**config.mk**
```make
export PLATFORM = sky130hd
export DESIGN_NAME = qdi_top
export DESIGN_NICKNAME = d
export VERILOG_FILES = /design/src/qdi_report.v /design/src/qdi_top.v
export VERILOG_INCLUDE_DIRS = /design/src
export SDC_FILE = /design/constraint.sdc
export NUM_CORES = 1
export LEC_CHECK = 0
export ABC_AREA = 1
export CORE_UTILIZATION = 50
export CTS_BUF_LIST = sky130_fd_sc_hd__clkbuf_4 sky130_fd_sc_hd__clkbuf_8
export DETAILED_ROUTE_END_ITERATION = 10
export DONT_BUFFER_PORTS = 1
export SYNTH_ARGS = -nofsm -noshare
export SYNTH_HDL_FRONTEND = slang
export SYNTH_HIERARCHICAL = 1
export SYNTH_SLANG_ARGS = --single-unit
export TNS_END_PERCENT = 30
```
**constraint.sdc**
```tcl
create_clock -name SYS_CLK -period 6.2 [get_ports SYS_CLK]
set_input_delay 0.62 -clock SYS_CLK [delete_from_list [all_inputs] [get_ports SYS_CLK]]
set_output_delay 0.62 -clock SYS_CLK [all_outputs]
set_load 0.02 [all_outputs]
```
**src/qdi_map.vh**
```
// Purpose: register offsets, fields and reset values of the decoder irq block
// Assumes: 32-bit aligned word registers on an AXI4-Lite slave
// Notes: definitions only
`ifndef QDI_MAP_VH
`define QDI_MAP_VH
`define QDI_ADDR_W 12
`define QDI_OFF_STATUS 12'h100
`define QDI_OFF_EN_SET 12'h304
`define QDI_OFF_EN_CLR 12'h308
`define QDI_OFF_RPT_PER 12'h510
`define QDI_OFF_MOTION 12'h514
`define QDI_OFF_DBL 12'h518
`define QDI_IX_STATUS 10'h040
`define QDI_IX_EN_SET 10'h0C1
`define QDI_IX_EN_CLR 10'h0C2
`define QDI_IX_RPT_PER 10'h144
`define QDI_IX_MOTION 10'h145
`define QDI_IX_DBL 10'h146
`define QDI_NEV 5
`define QDI_BIT_SAMPLE 0
`define QDI_BIT_REPORT 1
`define QDI_BIT_OVFL 2
`define QDI_BIT_DBL 3
`define QDI_BIT_STOPPED 4
`define QDI_EN_RST 5'h00
`define QDI_STS_RST 5'h00
`define QDI_RP_RST 4'h0
`define QDI_RP_CNT0 10'h00A
`define QDI_RP_CNT1 10'h028
`define QDI_RP_CNT2 10'h050
`define QDI_RP_CNT3 10'h078
`define QDI_RP_CNT4 10'h0A0
`define QDI_RP_CNT5 10'h168
`define QDI_RP_CNT6 10'h2D0
`define QDI_RP_CNT7 10'h3FF
`define QDI_RP_CNT_DEF 10'h001
`define QDI_RESP_OKAY 2'h0
`define QDI_RESP_SLVERR 2'h2
`endif

```
**src/qdi_report.v**
```verilog
// Purpose: counts samples and raises the two report events
// Assumes: sample pulses and accumulator values from same clock
// Notes: period table maps setting to sample count
`timescale 1ns/1ps
`default_nettype none
`include "qdi_map.vh"
module qdi_report (
    input wire clk,
    input wire rst_b,
    input wire sample_pulse,
    input wire [3:0] period_sel,
    input wire motion_nonzero,
    input wire dbl_nonzero,
    output reg report_pulse_q,
    output reg dbl_pulse_q
);
    reg [9:0] cnt_q;
    reg [9:0] limit;
    always @* begin
        case (period_sel)
            4'h0: limit = `QDI_RP_CNT0;
            4'h1: limit = `QDI_RP_CNT1;
            4'h2: limit = `QDI_RP_CNT2;
            4'h3: limit = `QDI_RP_CNT3;
            4'h4: limit = `QDI_RP_CNT4;
            4'h5: limit = `QDI_RP_CNT5;
            4'h6: limit = `QDI_RP_CNT6;
            4'h7: limit = `QDI_RP_CNT7;
            default: limit = `QDI_RP_CNT_DEF;
        endcase
    end
    // pulse only at the period end: report if motion was seen, double report if the double sum is nonzero
    always @(posedge clk or negedge rst_b) begin
        if (!rst_b) begin
            cnt_q <= 10'h000;
            report_pulse_q <= 1'b0;
            dbl_pulse_q <= 1'b0;
        end else begin
            report_pulse_q <= 1'b0;
            dbl_pulse_q <= 1'b0;
            if (sample_pulse) begin
                if (cnt_q + 10'h001 >= limit) begin
                    cnt_q <= 10'h000;
                    report_pulse_q <= motion_nonzero;
                    dbl_pulse_q <= dbl_nonzero;
                end else begin
                    cnt_q <= cnt_q + 10'h001;
                end
            end
        end
    end
endmodule // qdi_report
`default_nettype wire

```
**src/qdi_top.v**
```verilog
// Purpose: interrupt enable and event logic of a quadrature decoder
// Assumes: AXI4-Lite register access, single clock SYS_CLK
// Notes: event inputs are same-clock one-cycle pulses
// Summary of operation
// - bit 0 of set enables and of clear disables the sample ready irq.
// - writing ones to the clear register disables those events' irqs.
// - bit 1 enables or disables the report ready irq.
// - bit 2 enables or disables the accumulator overflow irq.
// - bit 3 enables or disables the double report ready irq.
// - bit 4 enables or disables the stopped irq.
// - both set and clear registers read back the current enable mask.
// - report ready fires at period end only if the motion sum is nonzero.
// - double report fires at period end only if the double sum is nonzero.
//
// The AXI4-Lite slave port was left to the implementer.
`timescale 1ns/1ps
`default_nettype none
`include "qdi_map.vh"
module qdi_top (
    input wire SYS_CLK,
    input wire RST_B,
    input wire [11:0] AWADDR,
    input wire AWVALID,
    output wire AWREADY,
    input wire [31:0] WDATA,
    input wire [3:0] WSTRB,
    input wire WVALID,
    output wire WREADY,
    output reg [1:0] BRESP,
    output reg BVALID,
    input wire BREADY,
    input wire [11:0] ARADDR,
    input wire ARVALID,
    output wire ARREADY,
    output reg [31:0] RDATA,
    output reg [1:0] RRESP,
    output reg RVALID,
    input wire RREADY,
    input wire SAMPLE_EVT,
    input wire OVFL_EVT,
    input wire STOPPED_EVT,
    input wire [15:0] MOTION_SUM,
    input wire [15:0] DBL_SUM,
    output wire IRQ
);
    // mask, sticky status and report period
    reg [4:0] en_q;
    reg [4:0] sts_q;
    reg [3:0] rp_q;
    reg [3:0] rp_d;
    wire [4:0] en_d;
    wire [4:0] sts_d;

    // write channel holding registers
    reg [11:0] awaddr_q;
    reg aw_held_q;
    reg [31:0] wdata_q;
    reg [3:0] wstrb_q;
    reg w_held_q;

    // read decode
    reg [31:0] rd_d;
    reg rd_ok;

    // events and handshake terms
    wire report_pulse;
    wire dbl_pulse;
    wire motion_nz;
    wire dbl_nz;
    wire [4:0] ev;
    wire aw_take;
    wire w_take;
    wire b_take;
    wire ar_take;
    wire r_take;
    wire do_wr;
    wire [11:0] wa;
    wire [9:0] wa_ix;
    wire [9:0] ra_ix;
    wire [31:0] wd;
    wire [3:0] ws;
    wire [4:0] wbits;
    wire wr_set;
    wire wr_clr;
    wire wr_sts;
    wire wr_rp;
    wire wr_ro;
    wire wr_ok;
    wire [4:0] set_bits;
    wire [4:0] clr_bits;
    wire [4:0] ack_bits;
    wire [4:0] pend;
    genvar gi;

    // one clean bit each, so the counter needs no wide compare
    assign motion_nz = (MOTION_SUM != 16'h0000);
    assign dbl_nz = (DBL_SUM != 16'h0000);

    qdi_report u_report (
        .clk(SYS_CLK),
        .rst_b(RST_B),
        .sample_pulse(SAMPLE_EVT),
        .period_sel(rp_q),
        .motion_nonzero(motion_nz),
        .dbl_nonzero(dbl_nz),
        .report_pulse_q(report_pulse),
        .dbl_pulse_q(dbl_pulse)
    );

    assign ev[`QDI_BIT_SAMPLE] = SAMPLE_EVT;
    assign ev[`QDI_BIT_REPORT] = report_pulse;
    assign ev[`QDI_BIT_OVFL] = OVFL_EVT;
    assign ev[`QDI_BIT_DBL] = dbl_pulse;
    assign ev[`QDI_BIT_STOPPED] = STOPPED_EVT;

    // address and data may arrive in either order; latch each
    assign AWREADY = !aw_held_q && !BVALID;
    assign WREADY = !w_held_q && !BVALID;
    assign aw_take = AWVALID && AWREADY;
    assign w_take = WVALID && WREADY;
    assign b_take = BVALID && BREADY;
    assign do_wr = (aw_held_q || aw_take) &&
                   (w_held_q || w_take);

    assign wa = aw_held_q ? awaddr_q : AWADDR;
    assign wd = w_held_q ? wdata_q : WDATA;
    assign ws = w_held_q ? wstrb_q : WSTRB;
    assign wa_ix = wa[11:2];

    // only byte lane 0 carries the event bits
    assign wbits = ws[0] ? wd[4:0] : 5'h00;

    assign wr_set = do_wr && (wa_ix == `QDI_IX_EN_SET);
    assign wr_clr = do_wr && (wa_ix == `QDI_IX_EN_CLR);
    assign wr_sts = do_wr && (wa_ix == `QDI_IX_STATUS);
    assign wr_rp = do_wr && (wa_ix == `QDI_IX_RPT_PER);
    // accumulator copies are read only: write accepted, dropped
    assign wr_ro = (wa_ix == `QDI_IX_MOTION) ||
                   (wa_ix == `QDI_IX_DBL);
    assign wr_ok = wr_set || wr_clr || wr_sts || wr_rp ||
                   wr_ro;

    assign set_bits = wr_set ? wbits : 5'h00;
    assign clr_bits = wr_clr ? wbits : 5'h00;
    assign ack_bits = wr_sts ? wbits : 5'h00;

    generate
        for (gi = 0; gi < `QDI_NEV; gi = gi + 1) begin : g_bit
            // zero bits leave the mask alone
            assign en_d[gi] = clr_bits[gi] ? 1'b0 :
                              set_bits[gi] ? 1'b1 :
                              en_q[gi];
            // event set wins over a same-cycle write-one clear
            assign sts_d[gi] = ev[gi] ? 1'b1 :
                               ack_bits[gi] ? 1'b0 :
                               sts_q[gi];
        end
    endgenerate

    always @(posedge SYS_CLK or negedge RST_B) begin
        if (!RST_B) begin
            en_q <= `QDI_EN_RST;
        end else begin
            en_q <= en_d;
        end
    end

    always @(posedge SYS_CLK or negedge RST_B) begin
        if (!RST_B) begin
            sts_q <= `QDI_STS_RST;
        end else begin
            sts_q <= sts_d;
        end
    end

    always @* begin
        rp_d = rp_q;
        if (wr_rp && ws[0]) begin
            rp_d = wd[3:0];
        end
    end

    always @(posedge SYS_CLK or negedge RST_B) begin
        if (!RST_B) begin
            rp_q <= `QDI_RP_RST;
        end else begin
            rp_q <= rp_d;
        end
    end

    assign pend = sts_q & en_q;
    assign IRQ = |pend;

    // address side parks until the data side arrives
    always @(posedge SYS_CLK or negedge RST_B) begin
        if (!RST_B) begin
            aw_held_q <= 1'b0;
        end else if (do_wr) begin
            aw_held_q <= 1'b0;
        end else if (aw_take) begin
            aw_held_q <= 1'b1;
        end
    end

    always @(posedge SYS_CLK or negedge RST_B) begin
        if (!RST_B) begin
            awaddr_q <= 12'h000;
        end else if (aw_take && !do_wr) begin
            awaddr_q <= AWADDR;
        end
    end

    // data side parks the same way, strobes with it
    always @(posedge SYS_CLK or negedge RST_B) begin
        if (!RST_B) begin
            w_held_q <= 1'b0;
        end else if (do_wr) begin
            w_held_q <= 1'b0;
        end else if (w_take) begin
            w_held_q <= 1'b1;
        end
    end

    always @(posedge SYS_CLK or negedge RST_B) begin
        if (!RST_B) begin
            wdata_q <= 32'h00000000;
            wstrb_q <= 4'h0;
        end else if (w_take && !do_wr) begin
            wdata_q <= WDATA;
            wstrb_q <= WSTRB;
        end
    end

    // response the cycle after both sides are in
    always @(posedge SYS_CLK or negedge RST_B) begin
        if (!RST_B) begin
            BVALID <= 1'b0;
        end else if (do_wr) begin
            BVALID <= 1'b1;
        end else if (b_take) begin
            BVALID <= 1'b0;
        end
    end

    always @(posedge SYS_CLK or negedge RST_B) begin
        if (!RST_B) begin
            BRESP <= `QDI_RESP_OKAY;
        end else if (do_wr) begin
            BRESP <= wr_ok ? `QDI_RESP_OKAY : `QDI_RESP_SLVERR;
        end
    end

    // read path: one-cycle answer, held until RREADY
    assign ARREADY = !RVALID;
    assign ar_take = ARVALID && ARREADY;
    assign r_take = RVALID && RREADY;
    assign ra_ix = ARADDR[11:2];

    always @* begin
        rd_d = 32'h00000000;
        rd_ok = 1'b1;
        case (ra_ix)
            `QDI_IX_EN_SET: rd_d = {27'h0, en_q};
            `QDI_IX_EN_CLR: rd_d = {27'h0, en_q};
            `QDI_IX_STATUS: rd_d = {27'h0, sts_q};
            `QDI_IX_RPT_PER: rd_d = {28'h0, rp_q};
            `QDI_IX_MOTION: rd_d = {16'h0, MOTION_SUM};
            `QDI_IX_DBL: rd_d = {16'h0, DBL_SUM};
            default: rd_ok = 1'b0;
        endcase
    end

    always @(posedge SYS_CLK or negedge RST_B) begin
        if (!RST_B) begin
            RVALID <= 1'b0;
        end else if (ar_take) begin
            RVALID <= 1'b1;
        end else if (r_take) begin
            RVALID <= 1'b0;
        end
    end

    // data sampled once at the take, so it stands while RVALID waits
    always @(posedge SYS_CLK or negedge RST_B) begin
        if (!RST_B) begin
            RDATA <= 32'h00000000;
            RRESP <= `QDI_RESP_OKAY;
        end else if (ar_take) begin
            RDATA <= rd_d;
            RRESP <= rd_ok ? `QDI_RESP_OKAY : `QDI_RESP_SLVERR;
        end
    end
endmodule // qdi_top
`default_nettype wire

```
---- After elaboration in Yosys (flattened, before gate mapping) ----
Memory sizes are Yosys's and may differ from the RTL's.
Index checks and enable logic that the tools add are counted.
word-level totals
  word-level logic and storage cells ...... 131
  output and inout bits ................... 42
  bits in latches ......................... 0
  flip-flop bits (word level) ............. 84
  memory bits (writable) .................. 0
  bits in read-only memories .............. 80
  memories kept ........................... 1
  input port bits ......................... 102
memories
  name             words  bits a word  rd ports  clocked after Yosys merged registers in  wr ports  RTL line         source
  (no name shown)  8      10           1         0                                        0         qdi_report.v:20  case (period_sel)
cells by class
  bitwise operators ....................... 1
  order comparisons ....................... 1
  equality and inequality tests ........... 12
  reductions and logical operators ........ 46
  div/mod/pow operators ................... 0
  muxes and demuxes ....................... 45
  shift-type cells ........................ 0
  add/subtract/negate cells ............... 1
  $mul .................................... 0
operators with widths
  cell                     number
  $pmux W16 S5             1
  $eq A10 B9 Y1 const B    6
  $eq A10 B8 Y1 const B    4
  $mux W1                  34
  $reduce_bool A16 Y1      2
  $reduce_bool A2 Y1       14
  $mux W5                  5
  $eq A10 B7 Y1 const B    2
  $mux W10                 2
  $logic_and A1 B1 Y1      15
  $mux W12                 1
  $add A10 B1 Y10 const B  1
  $ge A10 B10 Y1           1
  $logic_or A1 B1 Y1       7
  $reduce_or A6 Y1         1
  $and A5 B5 Y5            1
  $logic_not A1 Y1         5
  $reduce_or A5 Y1         1
  $mux W2                  2
  $reduce_or A2 Y1         1

---- Longest topological paths before layout ----
  depth after elaboration ................. 11
  depth in mapped cells ................... 15
  mapped depth without buffers ............ 15

---- Modules after synthesis ----
The synthesis kept the hierarchy.
by module, submodules not included
  module      instances  cells each  area an instance (sq um)  sequential area each (sq um)
  qdi_top     1          456         3264.4                    1301.2
  qdi_report  1          143         989.7                     300.3

---- Worst setup path after synthesis ----
OpenSTA, ideal clock, no wires.
  path kind ............................... register to register
  from .................................... register u_report.cnt_q[0]
  to ...................................... register u_report.cnt_q[0]
  setup time .............................. 118 ps
  arrival time ............................ 1862 ps
  cell stages (with the launch flop) ...... 16
  data required time ...................... 6082 ps
  period minus slack after synthesis ...... 1980 ps
  buffers on the path ..................... 1
  setup slack ............................. 4220 ps
  cells stage by stage .................... dfrtp_1 > ha_1 > nand2_2 > nor2_4 > nand3_1 > nand2_1 > nand2_1 > ha_1 > nand2_1 > nor2_1 > nand2_1 > nor2_1 > nor2_1 > buf_2 > nand4_1 > nand2_1
on the way
  word-level cells in the longest chain between the ends .. 3
RTL lines
  element                   RTL line                          source
  start: declaration        qdi_report.v:17                   reg [9:0] cnt_q;
  start signal: assignment  qdi_report.v:47                   cnt_q <= cnt_q + 10'h001;
  $add A10 B1 Y10 (*)       qdi_report.v:42, qdi_report.v:47
  $ge A10 B10 Y1            qdi_report.v:42                   if (cnt_q + 10'h001 >= limit) begin
  $mux W10 (*)              qdi_report.v:42
Every way passes the cells marked *; elsewhere a longest branch is shown, timed or not.
A chain may end at the register's enable or synchronous reset.

---- Final worst setup path ----
  from .................................... register u_report.cnt_q[0]
  to ...................................... register u_report.dbl_pulse_q
on the way
  word-level cells in the longest chain between the ends .. 4
RTL lines
  element                 RTL line         source
  $add A10 B1 Y10         qdi_report.v:42
  $ge A10 B10 Y1          qdi_report.v:42
  $mux W1                 qdi_report.v:42
  $mux W1                 qdi_report.v:41  if (sample_pulse) begin
  end signal: assignment  qdi_report.v:45  dbl_pulse_q <= dbl_nonzero;
  end: declaration        qdi_report.v:15  output reg dbl_pulse_q
Every way passes these cells.

==> flow_summary_export.csv <==
group,metric,value,unit
timing,fin_skew,0.0119,ns
routing,dr.pass1.iters,4,
layout,fin_nets,707,
clock_tree,cts_buffers,9,
yosys,synth_area,4250,um2
routing,drt_wl_total,9490,um
layout,seq_area,1600,um2
yosys,ys_seq_area_frac,0.376,
global_route,grt_pass1_wl,15600,um
timing,relSlewSlack,0.265,
global_route,antenna_found_initial,0,
yosys,ys.flop_type,"dfrtp_1",
yosys,ys_seq_elements,64,
setup_path,path_max_fanout,11,
floorplan,ioPinCount,144,
clock_tree,clockRootBuffer,"clkbuf_8",
yosys,synthTopCellsByArea,"dfrtp_1 (38%), nand2_1 (15%), nand3_1 (6.5%), inv_1 (6.4%), nor2_1 (4.3%)",
yosys,avgSynthCellArea,7.10,um2
yosys,yosysMostFrequentCell,"nand2_1",
routing,routed.top_layer,"met4",
layout,final_cells,704,
timing,rsz0062_at_grt,"false",
routing,wl_per_cell,13.5,um
clock_tree,ctsResizeCount,0,
global_route,grt_pass1_vias,3407,
placed_design,place_congestion,0.847,
routing,ant_nets,0,
setup_path,cp.required,6.43,ns
layout,n_fill_cell,792,
placed_design,place_inst,687,
power,p_per_area,341,nW/um2
setup_path,cp-end-kind,"flip-flop",
placed_design,port_buffers,0,
min_path,min_path_type,"in2async",
timing,fmax,382,MHz
routing,post-route-drc-count,0,
timing,timing.final.crit_share,0.422,
yosys,ys_top_cells_by_count,"nand2_1 (166), inv_1 (73), dfrtp_1 (64)",
setup_path,crit_slowest_cell,"nor2_1",
yosys,synth-edff-count,0,
layout,final_layout_size_suffix_gt1_frac,0.0868,
setup_path,slowest_delay,0.58,ns
yosys,synth_cell_type_count,37,
layout,final_util,0.541,
floorplan,start_util,0.518,
setup_path,crit_top_cell,"nand2_1",
power,p_total,1.52,mW
clock_tree,clk_latency,0.35,ns
floorplan,coreArea,8220,um2
power,power.leakage,2.29,nW
setup_path,start_kind,"flip-flop",
run,max_cap_viol_count,0,
floorplan,die_h,94.2,um
routing,drt-met1-wl,4120,um
routing,wl_met3,494,um
yosys,syn_inst,599,
timing,final.min_clock_period,2.62,ns
setup_path,cp_top_family,"simple AND/OR/NAND/NOR gates",
run_status,status,"finished clean",
global_route,overflow,0,
clock_tree,cts.sinks,64,
layout,area_growth,4.56,%
setup_path,criticalPathCategory,"reg2reg",
yosys,yosysTopAreaCell,"dfrtp_1",
routing,vias,3637,
clock_tree,cts_tree,"yes",
timing,tns,0,ns
floorplan,dieArea,8880,um2
placed_design,dpl.hpwl,6960,um
power,ir_drop,152,uV
yosys,yosys.area.top_type_share,0.376,
yosys,yosysWarnings,6,
floorplan,die_x,94.2,um
timing,tightest_slew,1.10,ns
layout,antenna_cells,0,
timing,finalMaxSlewViolations,0,
clock_tree,htreeDepth,3,
routing,detail_route.vias_per_cell,5.17,
floorplan,rows,33,
routing,drt_iter0_drc,194,
setup_path,path_buf_inv,0,
layout,multi_input_area,2180,um2
setup_path,path_cells,"ha_1, nand2_2, nor2_4, nand3_1, nand2_1, nand2_1, ha_1, nand2_1, nor2_1, nand2_1, nor2_1, nor2_1, nand2_1, nand2_1, nor2_1",
timing,hold_viol_final,0,
global_route,grt_max_degree,65,
timing,setup_viol_count_final,0,
clock_tree,cts.clk_slew.worst_paths,0.08,ns
setup_path,arrival,2.85,ns
clock_tree,clk_path_buf_depth,2,
yosys,synthArstFlopShare,1.00,
global_route,grt_use_total,0.228,
routing,wl_met2,4700,um
## stage by stage
step | hold slack, ns | cell area [um2] | worst slack (ns)
after floorplan | 0.324 | 4320 | 4.22
after global placement | 0.327 | 4210 | 3.59
after detailed placement | 0.327 | 4210 | 3.58
after CTS | 0.149 | 4450 | 3.57
after global routing | 0.160 | 4450 | 3.33
final | 0.138 | 4450 | 3.58
## routing by layer
metal | vias up | global-route usage
met5 | - | 0
met1 | 1657 | 0.277
met4 | 0 | 0.0923
li1 | 1876 | -
met2 | 91 | 0.391
met3 | 13 | 0.0453
## cells by family after synthesis
logic type      after synthesis  share of synthesized area
compound gates               80                      0.105
xor+xnor                      3                    0.00618
fa+ha+maj                    11                     0.0324
buf+inv                     113                      0.126
flops                        64                      0.376
mux                           3                    0.00794
other cells                   1                   0.000882
simple gates                324                      0.345
## flip-flops by register name, indices dropped and copies added (netlist names)
name	count
BRESP	1
BVALID	1
RDATA	16
RRESP	1
RVALID	1
aw_held_q	1
awaddr_q	10
en_q	5
rp_q	4
sts_q	5
u_report/cnt_q	10
u_report/dbl_pulse_q	1
u_report/report_pulse_q	1
w_held_q	1
wdata_q	5
wstrb_q	1
## worst reg2reg max path, delay by kind of cell, from the launching register on
family	cells	cell delay, ns
adder cells (fa/ha/maj)	2	0.52
AND/OR/NAND/NOR	13	1.57
flip-flops	1	0.43
## what timing repair did
action | CTS | global route
setup buffers | 0 | 0
endpoints found under the hold margin | 64 | 0
hold buffers | 1 | 0
## layout by cell type (no fill, tap or decap), types with 2 or more instances in the layout
| cell type | count |
|---|---|
| a21o_1 | 12 |
| a21oi_1 | 23 |
| clkbuf_8 | 11 |
| clkinv_1 | 2 |
| clkinv_2 | 2 |
| clkinvlp_4 | 2 |
| conb_1 | 18 |
| dfrtp_1 | 64 |
| ha_1 | 11 |
| inv_1 | 73 |
| inv_2 | 3 |
| mux2_2 | 3 |
| nand2_1 | 166 |
| nand2_2 | 8 |
| nand3_1 | 55 |
| nand3_2 | 3 |
| nand3b_1 | 2 |
| nand4_1 | 14 |
| nor2_1 | 49 |
| nor2_2 | 9 |
| nor2_4 | 5 |
| nor3_1 | 2 |
| nor4_1 | 8 |
| o21ai_0 | 23 |
| o21ai_1 | 17 |
| xor2_1 | 3 |
## where the power goes
part,internal (mW),switching (mW)
Sequential,0.508,0.108
Clock,0.206,0.170
Combinational,0.170,0.356
Total,0.884,0.634
## final cells by class
cell class              count  area share
well taps                 105      0.0295
inverters                  79      0.0678
repair buffers              1     0.00619
multi-input cells         439       0.490
clock buffers              11      0.0340
flip-flops and latches     64       0.360
clock inverters             5      0.0124
## worst paths after layout
kind | from | to | slack [ns] | depth (start not counted)
max in group asynchronous | RST_B | awaddr_q[10] | 5.78 | 1
worst max-delay path | u_report/cnt_q[0] | u_report/dbl_pulse_q | 3.58 | 15
min in group SYS_CLK | BREADY | BVALID | 0.36 | 1
worst min register to register | u_report/dbl_pulse_q | sts_q[3] | 0.43 | 2
worst min-delay path | RST_B | u_report/cnt_q[5] | 0.14 | 1
worst max register to register | u_report/cnt_q[0] | u_report/dbl_pulse_q | 3.58 | 15
No activity file was read; power rests on OpenSTA's default activity.
